## src/include/bmf_pkg.sv

```systemverilog
// package: constants, carrier types and helpers of the bus matching fifo
package bmf_pkg;

  // ****************************************
  // sizes
  // ****************************************
  localparam int DATA_W = 36;
  localparam int DEPTH = 64;
  localparam int PTR_W = 6;
  localparam int OFS_W = 6;
  localparam logic [PTR_W:0] DEPTH_CNT = 7'h40;
  localparam logic [PTR_W:0] HALF_CNT = 7'h20;
  localparam logic [PTR_W:0] PTR_ONE = 7'h01;

  // default offset pairs, indexed by {load, sel_hi, sel_lo}
  localparam logic [OFS_W-1:0] BMF_DEF_OFS [0:7] = '{
    6'h01, 6'h03, 6'h05, 6'h07, 6'h09, 6'h0B, 6'h0D, 6'h0F};

  // ****************************************
  // types
  // ****************************************
  // code equals index of the last narrow part of a wide word
  typedef enum logic [1:0] {
    BMF_W36 = 2'h0,
    BMF_W18 = 2'h1,
    BMF_W9  = 2'h3
  } bmf_width_type;

  typedef struct packed {
    logic write_clk, write_strobe, write_en_n, write_port_strobed;
    logic read_clk, read_strobe, read_en_n, read_port_strobed;
    logic offset_load_n, serial_load_enable_n, fall_through_or_serial_input;
    logic full_reset_n, partial_reset_n, replay_request_n, output_enable_n;
    logic bus_match_select, input_width_select, output_width_select;
    logic default_offset_sel_lo, default_offset_sel_hi;
    logic flag_timing_select, replay_latency_select;
    logic byte_order_select, parity_position_select;
    logic [DATA_W-1:0] data;
  } bmf_pins_type;

  typedef struct packed {
    bmf_width_type wr_width;
    bmf_width_type rd_width;
    logic fall_through, sync_flags, zero_latency, little_endian, interspersed;
  } bmf_cfg_type;

  // ****************************************
  // helpers
  // ****************************************
  function automatic logic [1:0] bmf_last_part(bmf_width_type w);
    return 2'(w);
  endfunction

  // lane 0 is the least significant part
  function automatic logic [1:0] bmf_lane(bmf_width_type w, logic [1:0] idx, logic little);
    return little ? idx : bmf_last_part(w) - idx;
  endfunction

  function automatic logic [DATA_W-1:0] bmf_extract(logic [DATA_W-1:0] word,
                                                     bmf_width_type w, logic [1:0] lane);
    logic [DATA_W-1:0] r;
    r = word;
    if (w == BMF_W18) r = 36'(word[18*lane[0] +: 18]);
    if (w == BMF_W9) r = 36'(word[9*lane +: 9]);
    return r;
  endfunction

  function automatic logic [DATA_W-1:0] bmf_insert(logic [DATA_W-1:0] acc,
      logic [DATA_W-1:0] d, bmf_width_type w, logic [1:0] lane);
    logic [DATA_W-1:0] r;
    r = d;
    if (w == BMF_W18) begin
      r = acc;
      r[18*lane[0] +: 18] = d[17:0];
    end
    if (w == BMF_W9) begin
      r = acc;
      r[9*lane +: 9] = d[8:0];
    end
    return r;
  endfunction

  function automatic logic [OFS_W-1:0] bmf_strip_parity(logic [DATA_W-1:0] d, logic ip);
    logic [31:0] v;
    v = ip ? {d[34:27], d[25:18], d[16:9], d[7:0]} : d[31:0];
    return v[OFS_W-1:0];
  endfunction

endpackage

```

## src/verilog/bmf_fifo.sv

```systemverilog
// module: bus matching fifo with sampled write and read ports

// How it works
// - widths latched from strap pins at full reset
// - clocked write stores data when enable low
// - strobed write stores data on strobe rise
// - clocked read presents next word when enabled
// - strobed read takes word on strobe rise
// - standard mode: output changes only on read or replay
// - fall-through: first word after three transitions
// - fall-through: later words need read enable
// - timing mode latched at full reset
// - mode picks empty/full or ready flag meaning
// - default offsets chosen by three pins
// - serial offset shift on write clock
// - parallel offset load from data inputs
// - offsets read back on data outputs
// - full reset clears pointers, latches mode
// - partial reset clears pointers, keeps settings
// - unsynced threshold flags follow both clocks
// - synced threshold flags follow own clock
// - replay request rewinds read pointer
// - zero latency replay loads output at once
// - byte order chooses which part first
// - parity bits skipped in parallel offset load
// - byte order latched at full reset
// - parity position latched at full reset
// - half flag compares fill against half
module bmf_fifo
  import bmf_pkg::*;
(
  // clock and reset
  input  wire logic              clk_in,
  input  wire logic              arst_n_in,
  // write port
  input  wire logic              write_clk_in,
  input  wire logic              write_strobe_in,
  input  wire logic              write_en_n_in,
  input  wire logic              write_port_strobed_in,
  input  wire logic [DATA_W-1:0] data_in,
  input  wire logic              offset_load_n_in,
  input  wire logic              serial_load_enable_n_in,
  input  wire logic              fall_through_or_serial_input_in,
  // read port
  input  wire logic              read_clk_in,
  input  wire logic              read_strobe_in,
  input  wire logic              read_en_n_in,
  input  wire logic              read_port_strobed_in,
  input  wire logic              output_enable_n_in,
  input  wire logic              replay_request_n_in,
  // resets and straps
  input  wire logic              full_reset_n_in,
  input  wire logic              partial_reset_n_in,
  input  wire logic              bus_match_select_in,
  input  wire logic              input_width_select_in,
  input  wire logic              output_width_select_in,
  input  wire logic              default_offset_sel_lo_in,
  input  wire logic              default_offset_sel_hi_in,
  input  wire logic              flag_timing_select_in,
  input  wire logic              replay_latency_select_in,
  input  wire logic              byte_order_select_in,
  input  wire logic              parity_position_select_in,
  // data out and flags
  output logic [DATA_W-1:0]      data_out,
  output logic                   data_oe_out,
  output logic                   empty_flag_out_valid_n_out,
  output logic                   full_flag_in_room_n_out,
  output logic                   half_full_flag_n_out,
  output logic                   almost_empty_flag_n_out,
  output logic                   almost_full_flag_n_out
);

  // ****************************************
  // pin synchroniser
  // ****************************************
  bmf_pins_type pins_raw;
  bmf_pins_type sync_a;
  bmf_pins_type pin;
  bmf_pins_type pin_q;

  assign pins_raw = {write_clk_in, write_strobe_in, write_en_n_in, write_port_strobed_in,
                     read_clk_in, read_strobe_in, read_en_n_in, read_port_strobed_in,
                     offset_load_n_in, serial_load_enable_n_in,
                     fall_through_or_serial_input_in,
                     full_reset_n_in, partial_reset_n_in, replay_request_n_in,
                     output_enable_n_in, bus_match_select_in, input_width_select_in,
                     output_width_select_in, default_offset_sel_lo_in,
                     default_offset_sel_hi_in, flag_timing_select_in,
                     replay_latency_select_in, byte_order_select_in,
                     parity_position_select_in, data_in};

  // data is synchronised with its edges so both lag alike
  always_ff @(posedge clk_in or negedge arst_n_in) begin
    if (!arst_n_in) begin
      sync_a <= '0;
      pin <= '0;
      pin_q <= '0;
    end else begin
      sync_a <= pins_raw;
      pin <= sync_a;
      pin_q <= pin;
    end
  end

  // ****************************************
  // events
  // ****************************************
  logic wclk_rise;
  logic rclk_rise;
  logic rclk_turn;
  logic wr_edge;
  logic rd_edge;
  logic wr_tick;
  logic rd_tick;
  logic full_rst;
  logic part_rst;
  logic any_rst;
  logic rd_req;
  logic replay;
  logic wr_data;
  logic par_load;
  logic ser_load;
  logic ofs_read;
  logic data_read;

  assign wclk_rise = pin.write_clk & ~pin_q.write_clk;
  assign rclk_rise = pin.read_clk & ~pin_q.read_clk;
  assign rclk_turn = pin.read_clk ^ pin_q.read_clk;
  assign wr_edge = pin.write_port_strobed ? pin.write_strobe & ~pin_q.write_strobe
                                          : wclk_rise;
  assign rd_edge = pin.read_port_strobed ? pin.read_strobe & ~pin_q.read_strobe
                                         : rclk_rise;
  assign wr_tick = wr_edge | wclk_rise;
  assign rd_tick = rd_edge | rclk_turn;
  assign full_rst = ~pin.full_reset_n;
  assign part_rst = ~pin.partial_reset_n;
  assign any_rst = full_rst | part_rst;
  assign rd_req = rd_edge & ~pin.read_en_n & ~any_rst;
  assign replay = rclk_rise & ~pin.replay_request_n & ~any_rst;
  assign wr_data = wr_edge & ~pin.write_en_n & pin.offset_load_n & ~any_rst;
  assign par_load = wclk_rise & ~pin.write_en_n & ~pin.offset_load_n & ~any_rst;
  assign ser_load = wclk_rise & ~pin.serial_load_enable_n & ~pin.offset_load_n
                  & ~any_rst;
  assign ofs_read = rd_req & ~pin.offset_load_n;
  assign data_read = rd_req & pin.offset_load_n & ~replay;

  // ****************************************
  // configuration straps
  // ****************************************
  bmf_width_type wr_w;
  bmf_width_type rd_w;
  bmf_cfg_type   strap_cfg;
  bmf_cfg_type   cfg;

  assign wr_w = (pin.bus_match_select & pin.input_width_select)
              ? (pin.output_width_select ? BMF_W9 : BMF_W18) : BMF_W36;
  assign rd_w = (pin.bus_match_select & ~pin.input_width_select)
              ? (pin.output_width_select ? BMF_W9 : BMF_W18) : BMF_W36;
  assign strap_cfg = {wr_w, rd_w,
                      pin.fall_through_or_serial_input,
                      pin.flag_timing_select,
                      ~pin.replay_latency_select,
                      pin.byte_order_select,
                      pin.parity_position_select};

  // straps follow the pins for the whole full reset, frozen at release
  always_ff @(posedge clk_in or negedge arst_n_in) begin
    if (!arst_n_in) cfg <= '0;
    else if (full_rst) cfg <= strap_cfg;
  end

  // ****************************************
  // write side and storage
  // ****************************************
  logic [DATA_W-1:0] mem [0:DEPTH-1];
  logic [PTR_W:0]    wptr;
  logic [PTR_W:0]    next_wptr;
  logic [PTR_W:0]    rptr;
  logic [PTR_W:0]    next_rptr;
  logic [PTR_W:0]    count;
  logic [PTR_W:0]    next_count;
  logic [1:0]        wsub;
  logic [DATA_W-1:0] wacc;
  logic [DATA_W-1:0] merged;
  logic              w_last;
  logic              full_now;
  logic              w_take;
  logic              commit;

  assign merged = bmf_insert(wacc, pin.data, cfg.wr_width,
                             bmf_lane(cfg.wr_width, wsub, cfg.little_endian));
  assign w_last = wsub == bmf_last_part(cfg.wr_width);
  assign count = wptr - rptr;
  assign full_now = count == DEPTH_CNT;
  // a write into a full store is dropped, not queued
  assign w_take = wr_data & ~full_now;
  assign commit = w_take & w_last;
  assign next_wptr = any_rst ? '0 : commit ? wptr + PTR_ONE : wptr;

  always_ff @(posedge clk_in or negedge arst_n_in) begin
    if (!arst_n_in) begin
      wptr <= '0;
      wsub <= 2'h0;
      wacc <= '0;
    end else begin
      wptr <= next_wptr;
      if (any_rst) wsub <= 2'h0;
      else if (w_take) wsub <= w_last ? 2'h0 : wsub + 2'h1;
      if (w_take) wacc <= merged;
    end
  end

  always_ff @(posedge clk_in) begin
    if (commit) mem[wptr[PTR_W-1:0]] <= merged;
  end

  // ****************************************
  // read side
  // ****************************************
  logic [PTR_W:0]    base_ptr;
  logic [1:0]        base_sub;
  logic [1:0]        rsub;
  logic [1:0]        next_rsub;
  logic [1:0]        ft_cnt;
  logic              avail;
  logic              r_last;
  logic              ft_load;
  logic              pop;
  logic              out_valid;
  logic              next_valid;
  logic              rd_sel;
  logic [DATA_W-1:0] pop_word;
  logic [DATA_W-1:0] ofs_word;
  logic [OFS_W-1:0]  ae_off;
  logic [OFS_W-1:0]  af_off;

  assign base_ptr = replay ? '0 : rptr;
  assign base_sub = replay ? 2'h0 : rsub;
  assign avail = base_ptr != wptr;
  assign r_last = base_sub == bmf_last_part(cfg.rd_width);
  // third read clock transition with data waiting and nothing shown
  assign ft_load = cfg.fall_through & ~out_valid & avail & rclk_turn & (ft_cnt == 2'h2)
                 & ~replay & ~any_rst;
  assign pop = avail & ~any_rst
             & (data_read | ft_load | (replay & cfg.zero_latency));
  assign next_rsub = any_rst ? 2'h0 : pop ? (r_last ? 2'h0 : base_sub + 2'h1) : base_sub;
  assign next_rptr = any_rst ? '0 : (pop & r_last) ? base_ptr + PTR_ONE : base_ptr;
  assign next_count = next_wptr - next_rptr;
  assign pop_word = bmf_extract(mem[base_ptr[PTR_W-1:0]], cfg.rd_width,
                                bmf_lane(cfg.rd_width, base_sub, cfg.little_endian));
  assign ofs_word = 36'(rd_sel ? af_off : ae_off);
  assign next_valid = any_rst ? 1'b0 : pop ? 1'b1
                    : (cfg.fall_through & (data_read | replay)) ? 1'b0 : out_valid;

  always_ff @(posedge clk_in or negedge arst_n_in) begin
    if (!arst_n_in) begin
      rptr <= '0;
      rsub <= 2'h0;
      out_valid <= 1'b0;
    end else begin
      rptr <= next_rptr;
      rsub <= next_rsub;
      out_valid <= next_valid;
    end
  end

  // transition counter only runs while a word waits to fall through
  always_ff @(posedge clk_in or negedge arst_n_in) begin
    if (!arst_n_in) ft_cnt <= 2'h0;
    else if (any_rst | out_valid | ~avail | ~cfg.fall_through) ft_cnt <= 2'h0;
    else if (rclk_turn & ft_cnt != 2'h2) ft_cnt <= ft_cnt + 2'h1;
  end

  always_ff @(posedge clk_in or negedge arst_n_in) begin
    if (!arst_n_in) data_out <= '0;
    else if (ofs_read) data_out <= ofs_word;
    else if (pop) data_out <= pop_word;
  end

  // no tristate here: the enable goes out, the pad resolves it
  always_ff @(posedge clk_in or negedge arst_n_in) begin
    if (!arst_n_in) data_oe_out <= 1'b0;
    else data_oe_out <= ~pin.output_enable_n;
  end

  // ****************************************
  // offset registers
  // ****************************************
  logic [2:0]       def_idx;
  logic [OFS_W-1:0] par_val;
  logic             par_sel;

  assign def_idx = {pin.offset_load_n, pin.default_offset_sel_hi, pin.default_offset_sel_lo};
  assign par_val = bmf_strip_parity(pin.data, cfg.interspersed);

  // partial reset leaves offsets and load order alone
  always_ff @(posedge clk_in or negedge arst_n_in) begin
    if (!arst_n_in) begin
      ae_off <= '0;
      af_off <= '0;
      par_sel <= 1'b0;
      rd_sel <= 1'b0;
    end else if (full_rst) begin
      ae_off <= BMF_DEF_OFS[def_idx];
      af_off <= BMF_DEF_OFS[def_idx];
      par_sel <= 1'b0;
      rd_sel <= 1'b0;
    end else begin
      if (ser_load) begin
        {ae_off, af_off} <= {ae_off[OFS_W-2:0], af_off,
                             pin.fall_through_or_serial_input};
      end else if (par_load) begin
        par_sel <= ~par_sel;
        if (par_sel) af_off <= par_val;
        else ae_off <= par_val;
      end
      if (ofs_read) rd_sel <= ~rd_sel;
    end
  end

  // ****************************************
  // status flags
  // ****************************************
  logic ae_upd;
  logic af_upd;

  assign ae_upd = any_rst | rd_tick | (~cfg.sync_flags & wr_tick);
  assign af_upd = any_rst | wr_tick | (~cfg.sync_flags & rd_tick);

  always_ff @(posedge clk_in or negedge arst_n_in) begin
    if (!arst_n_in) begin
      empty_flag_out_valid_n_out <= 1'b0;
      full_flag_in_room_n_out <= 1'b1;
      half_full_flag_n_out <= 1'b1;
    end else begin
      empty_flag_out_valid_n_out <= cfg.fall_through ? ~next_valid
                                                     : next_count != '0;
      full_flag_in_room_n_out <= cfg.fall_through ? next_count == DEPTH_CNT
                                                  : next_count != DEPTH_CNT;
      half_full_flag_n_out <= next_count <= HALF_CNT;
    end
  end

  always_ff @(posedge clk_in or negedge arst_n_in) begin
    if (!arst_n_in) begin
      almost_empty_flag_n_out <= 1'b0;
      almost_full_flag_n_out <= 1'b1;
    end else begin
      if (ae_upd) almost_empty_flag_n_out <= next_count > {1'b0, ae_off};
      if (af_upd) almost_full_flag_n_out <= next_count < DEPTH_CNT - {1'b0, af_off};
    end
  end
endmodule
```

## config.mk

```make
export PLATFORM = sky130hd
export DESIGN_NAME = bmf_fifo
export DESIGN_NICKNAME = d
export VERILOG_FILES = /design/src/include/bmf_pkg.sv /design/src/verilog/bmf_fifo.sv
export SDC_FILE = /design/constraint.sdc
export NUM_CORES = 2
export LEC_CHECK = 0
export BUFFER_PORTS_ARGS = -buffer_cell sky130_fd_sc_hd__buf_2
export CAP_MARGIN = 10
export CORE_ASPECT_RATIO = 1.2
export CORE_MARGIN = 2
export CORE_UTILIZATION = 57
export CTS_CLUSTER_SIZE = 28
export DETAILED_ROUTE_END_ITERATION = 10
export PLACE_DENSITY = 0.81
export SYNTH_ARGS = -nofsm -noshare
export SYNTH_HDL_FRONTEND = slang
export SYNTH_SLANG_ARGS = --single-unit
```

## constraint.sdc

```tcl
create_clock -name clk_in -period 6.8 [get_ports clk_in]
set_input_delay 1.36 -clock clk_in [delete_from_list [all_inputs] [get_ports clk_in]]
set_output_delay 1.36 -clock clk_in [all_outputs]
set_load 0.01 [all_outputs]
```

==> flow_metrics.env <==
export IMPL_drv_slew=0
export IMPL_placed_area_mm2=0.107
export IMPL_syn_inst=6643
export IMPL_synth_area_top_cells="edfxtp_1, dfrtp_1, mux2i_1, mux4_2, a21oi_1"
export IMPL_cts_tree="built"
export IMPL_routed_wl_mm=303
export IMPL_dp_final_hpwl_mm=172
export IMPL_cts_root_buffer="clkbuf_16"
export IMPL_fp_dieH_um=469
export IMPL_tns_ns=0
export IMPL_cts_num_sinks=2547
export IMPL_grt_pass1_wl_mm=433
export IMPL_grt_max_degree=153
export IMPL_nets=6815
export IMPL_first_global_vias=64900
export IMPL_synthAdderAreaFrac_pct=0.457
export IMPL_postCtsSetupBuffers=0
export IMPL_synth_nets=6742
export IMPL_worst_setup_path_start_kind="flop"
export IMPL_powerDensity_mw_per_mm2=268
export IMPL_synth_top_family_by_area="compound AO/OA/AOI/OAI gates"
export IMPL_synth_edff_count=2304
export IMPL_yosys_top_cells_count="edfxtp_1, nor2_1, a21oi_1"
export IMPL_drcViolationCount=0
export IMPL_min_path_type="flop to flop"
export IMPL_arrival_ns=6.70
export IMPL_wl_met2_mm=139
export IMPL_grt_use_total_pct=32.6
export IMPL_antenna_found_initial=16
export IMPL_holdWs_ns=0.343
export IMPL_synthFlopType="edfxtp_1"
export IMPL_setup_viol=0
export IMPL_wl_per_cell_um=32.6
export IMPL_max_slew_margin_pct=11.4
export IMPL_design_area_mm2=0.114
export IMPL_syn_area_mm2=0.103
export IMPL_min_from="sync_a[57]"
export IMPL_clk_latency_ns=0.90
export IMPL_crit_type="flop to flop"
export IMPL_htreeDepth=4
export IMPL_synth_top_area_share_pct=67.3
export IMPL_yosysMostFrequentCell="edfxtp_1"
export IMPL_cp_max_fo=11
export IMPL_synth_compound_gate_area_share_pct=10.1
export IMPL_hold_path_depth=0
export IMPL_yosysSeqAreaShare_pct=73.2
export IMPL_rsz0062_at_grt="no"
export IMPL_fillers=11900
export IMPL_port_buffer_count=102
export IMPL_muxShareOfSynthArea_pct=7.70
export IMPL_max_clock_freq_mhz=170
export IMPL_hold_viol=0
export IMPL_leakagePower_nw=36.6
export IMPL_maxCapViolCount=0
export IMPL_first_iter_violations=9808
export IMPL_synth_xor_xnor_area_share_pct=0.307
export IMPL_overflow=0
export IMPL_num_vias=65200
export IMPL_rr_startpoint="rptr[4]"
export IMPL_wl_met3_mm=43.8
export IMPL_min_period_ns=5.89
export IMPL_placed_cells=8906
export IMPL_dieArea_mm2=0.184
export IMPL_numCtsBuffers=216
export IMPL_ys_types=95
export IMPL_route_top_layer_used="met5"
export IMPL_reg2reg_depth=22
export IMPL_hold_buffers=0
export IMPL_reg2reg_slack_ns=0.91
export IMPL_ys_ff_latch=2547
export IMPL_area_growth_synth_to_final_pct=10.6
export IMPL_final_layout_size_suffix_gt1_share_pct=15.2
export IMPL_clk_pin_slew_worst_paths_ns=0.07
export IMPL_finalPower_mw=30.5
export IMPL_peakVddDrop_mv=0.277
export IMPL_worst_slew_pin_slew_ns=1.33
export IMPL_min_to="pin[57]"
export IMPL_wl_met1_mm=94.5
export IMPL_finClkSkew_ns=0.0410
export IMPL_die_w_um=392
export IMPL_worstSetupEndpointType="flop"
export IMPL_synthArstFlopShare_pct=9.54
export IMPL_critPathRequiredTime_ns=7.60
export IMPL_drt_pass1_iter_count=8
export IMPL_yosysWarnings=0
export IMPL_timing_rr_end="almost_empty_flag_n_out"
export IMPL_core_area_mm2=0.179
export IMPL_status="finished, final reports clean"
export IMPL_io_pins=104
export IMPL_finalCritPeriodShare_pct=86.6
export IMPL_drtAntennaViolNets=0
export IMPL_synthSimpleGateAreaFrac_pct=5.46
export IMPL_start_util_pct=57.4
export IMPL_clock_path_buffers=3
export IMPL_detail_route_vias_per_cell=7.00
export IMPL_syn_area_per_cell_um2=15.5
export IMPL_cts_resized=0
export IMPL_yosysTopAreaCell="edfxtp_1"
export IMPL_place_congestion=0.947
export IMPL_final_cells=9313
export IMPL_num_rows=170
-- layer usage --
metal | vias to the layer above | GRT usage [%]
li1 | 26300 | -
met1 | 31800 | 39.4
met2 | 5758 | 50.4
met3 | 1408 | 9.55
met4 | 14 | 23.0
met5 | - | 0
-- power breakdown --
group	total [mW]	internal, mW	switching (mW)
clock	12.3	6.68	5.60
combinational	0.802	0.174	0.629
sequential	17.4	17.3	0.0935
-- worst max-delay path, cell delays in order (launching register included) --
cell and delay, ns:
dfrtp_1 0.35, clkinv_1 0.41, ha_1 0.55, nand3b_1 0.12
mux2i_1 0.07, o31ai_1 0.54, nor2_4 0.07, nor2_4 0.26
nand4_1 0.13, buf_4 0.27, or3_1 0.38, a21oi_1 0.29
ha_1 0.35, inv_1 0.12, o31ai_1 0.08, a21oi_1 0.12
nand3b_1 0.26, ha_1 0.38, and4_1 0.18, a32oi_1 0.39
nor4b_1 0.10, mux2_2 0.29, nor2_1 0.12
-- cell type report --
class                      count  area, um2  area share (%)
sequential                  2547      75300            66.2
clock inverter               131       1200            1.06
clock buffer                 267       5760            5.06
timing repair buffer         325       2430            2.14
tap                         2408       3010            2.65
inverter                     127        489           0.430
antenna                        9       22.5          0.0198
multi-input combinational   3499      25600            22.5
-- layout by cell type (no fill, tap or decap), types with 22 or more instances in the layout --
cell and instances:
buf_2 101, o2111ai_1 30, buf_4 204, ha_1 36, clkbuf_16 219, mux2i_1 372
clkbuf_1 37, a22o_1 37, o22ai_1 159, nor2_1 339, and3_1 48, nor3_1 58
nand2b_1 33, o211ai_1 46, dfrtp_1 236, a222oi_1 22, o22a_1 37, inv_1 111
o21ai_0 254, nand4_1 45, a21oi_1 408, a22oi_1 50, a211oi_1 61, clkinv_1 55
clkinv_2 44, a31oi_1 127, mux2_2 117, a211o_1 24, nand3_1 144, edfxtp_1 2304
nor2_4 72, nand2_1 378, a221oi_1 47, mux4_2 128, a311oi_1 26, o221ai_1 85
-- per-stage QoR --
stage | util (%) | setup WS, ns
after detailed placement | 59.6 | 1.05
after CTS | 63.5 | 1.01
after global placement | 59.6 | 1.04
after floorplan | - | 0.00690
after global routing | 63.5 | 0.586
final | 63.5 | 0.909
-- kinds of logic after synthesis --
group           Yosys count
xor+xnor                 33
flops                  2547
compound gates         1574
simple gates           1238
mux                     617
buf+inv                 597
fa+ha+maj                37
-- flip-flops by register name, summed over array words and instances, names as in the netlist, 4 cells and up --
name and count:
ae_off 6, pin 56, rptr 7, af_off 6, data_out 36, sync_a 59, wptr 7, wacc 36
mem 2304, pin_q 4, cfg 8
-- worst max-delay path by stage --
| stage | from | end | cells past startpoint |
|---|---|---|---|
| after floorplan | cfg[7] | mem[0][27] | 15 |
| after global placement | rptr[4] | almost_empty_flag_n_out | 23 |
| after detailed placement | pin_q[55] | full_flag_in_room_n_out | 24 |
| after CTS | pin_q[55] | full_flag_in_room_n_out | 24 |
| after global routing | rptr[4] | almost_empty_flag_n_out | 22 |
| final | rptr[4] | almost_empty_flag_n_out | 22 |
Note: power is estimated with default switching activity, not from simulation.
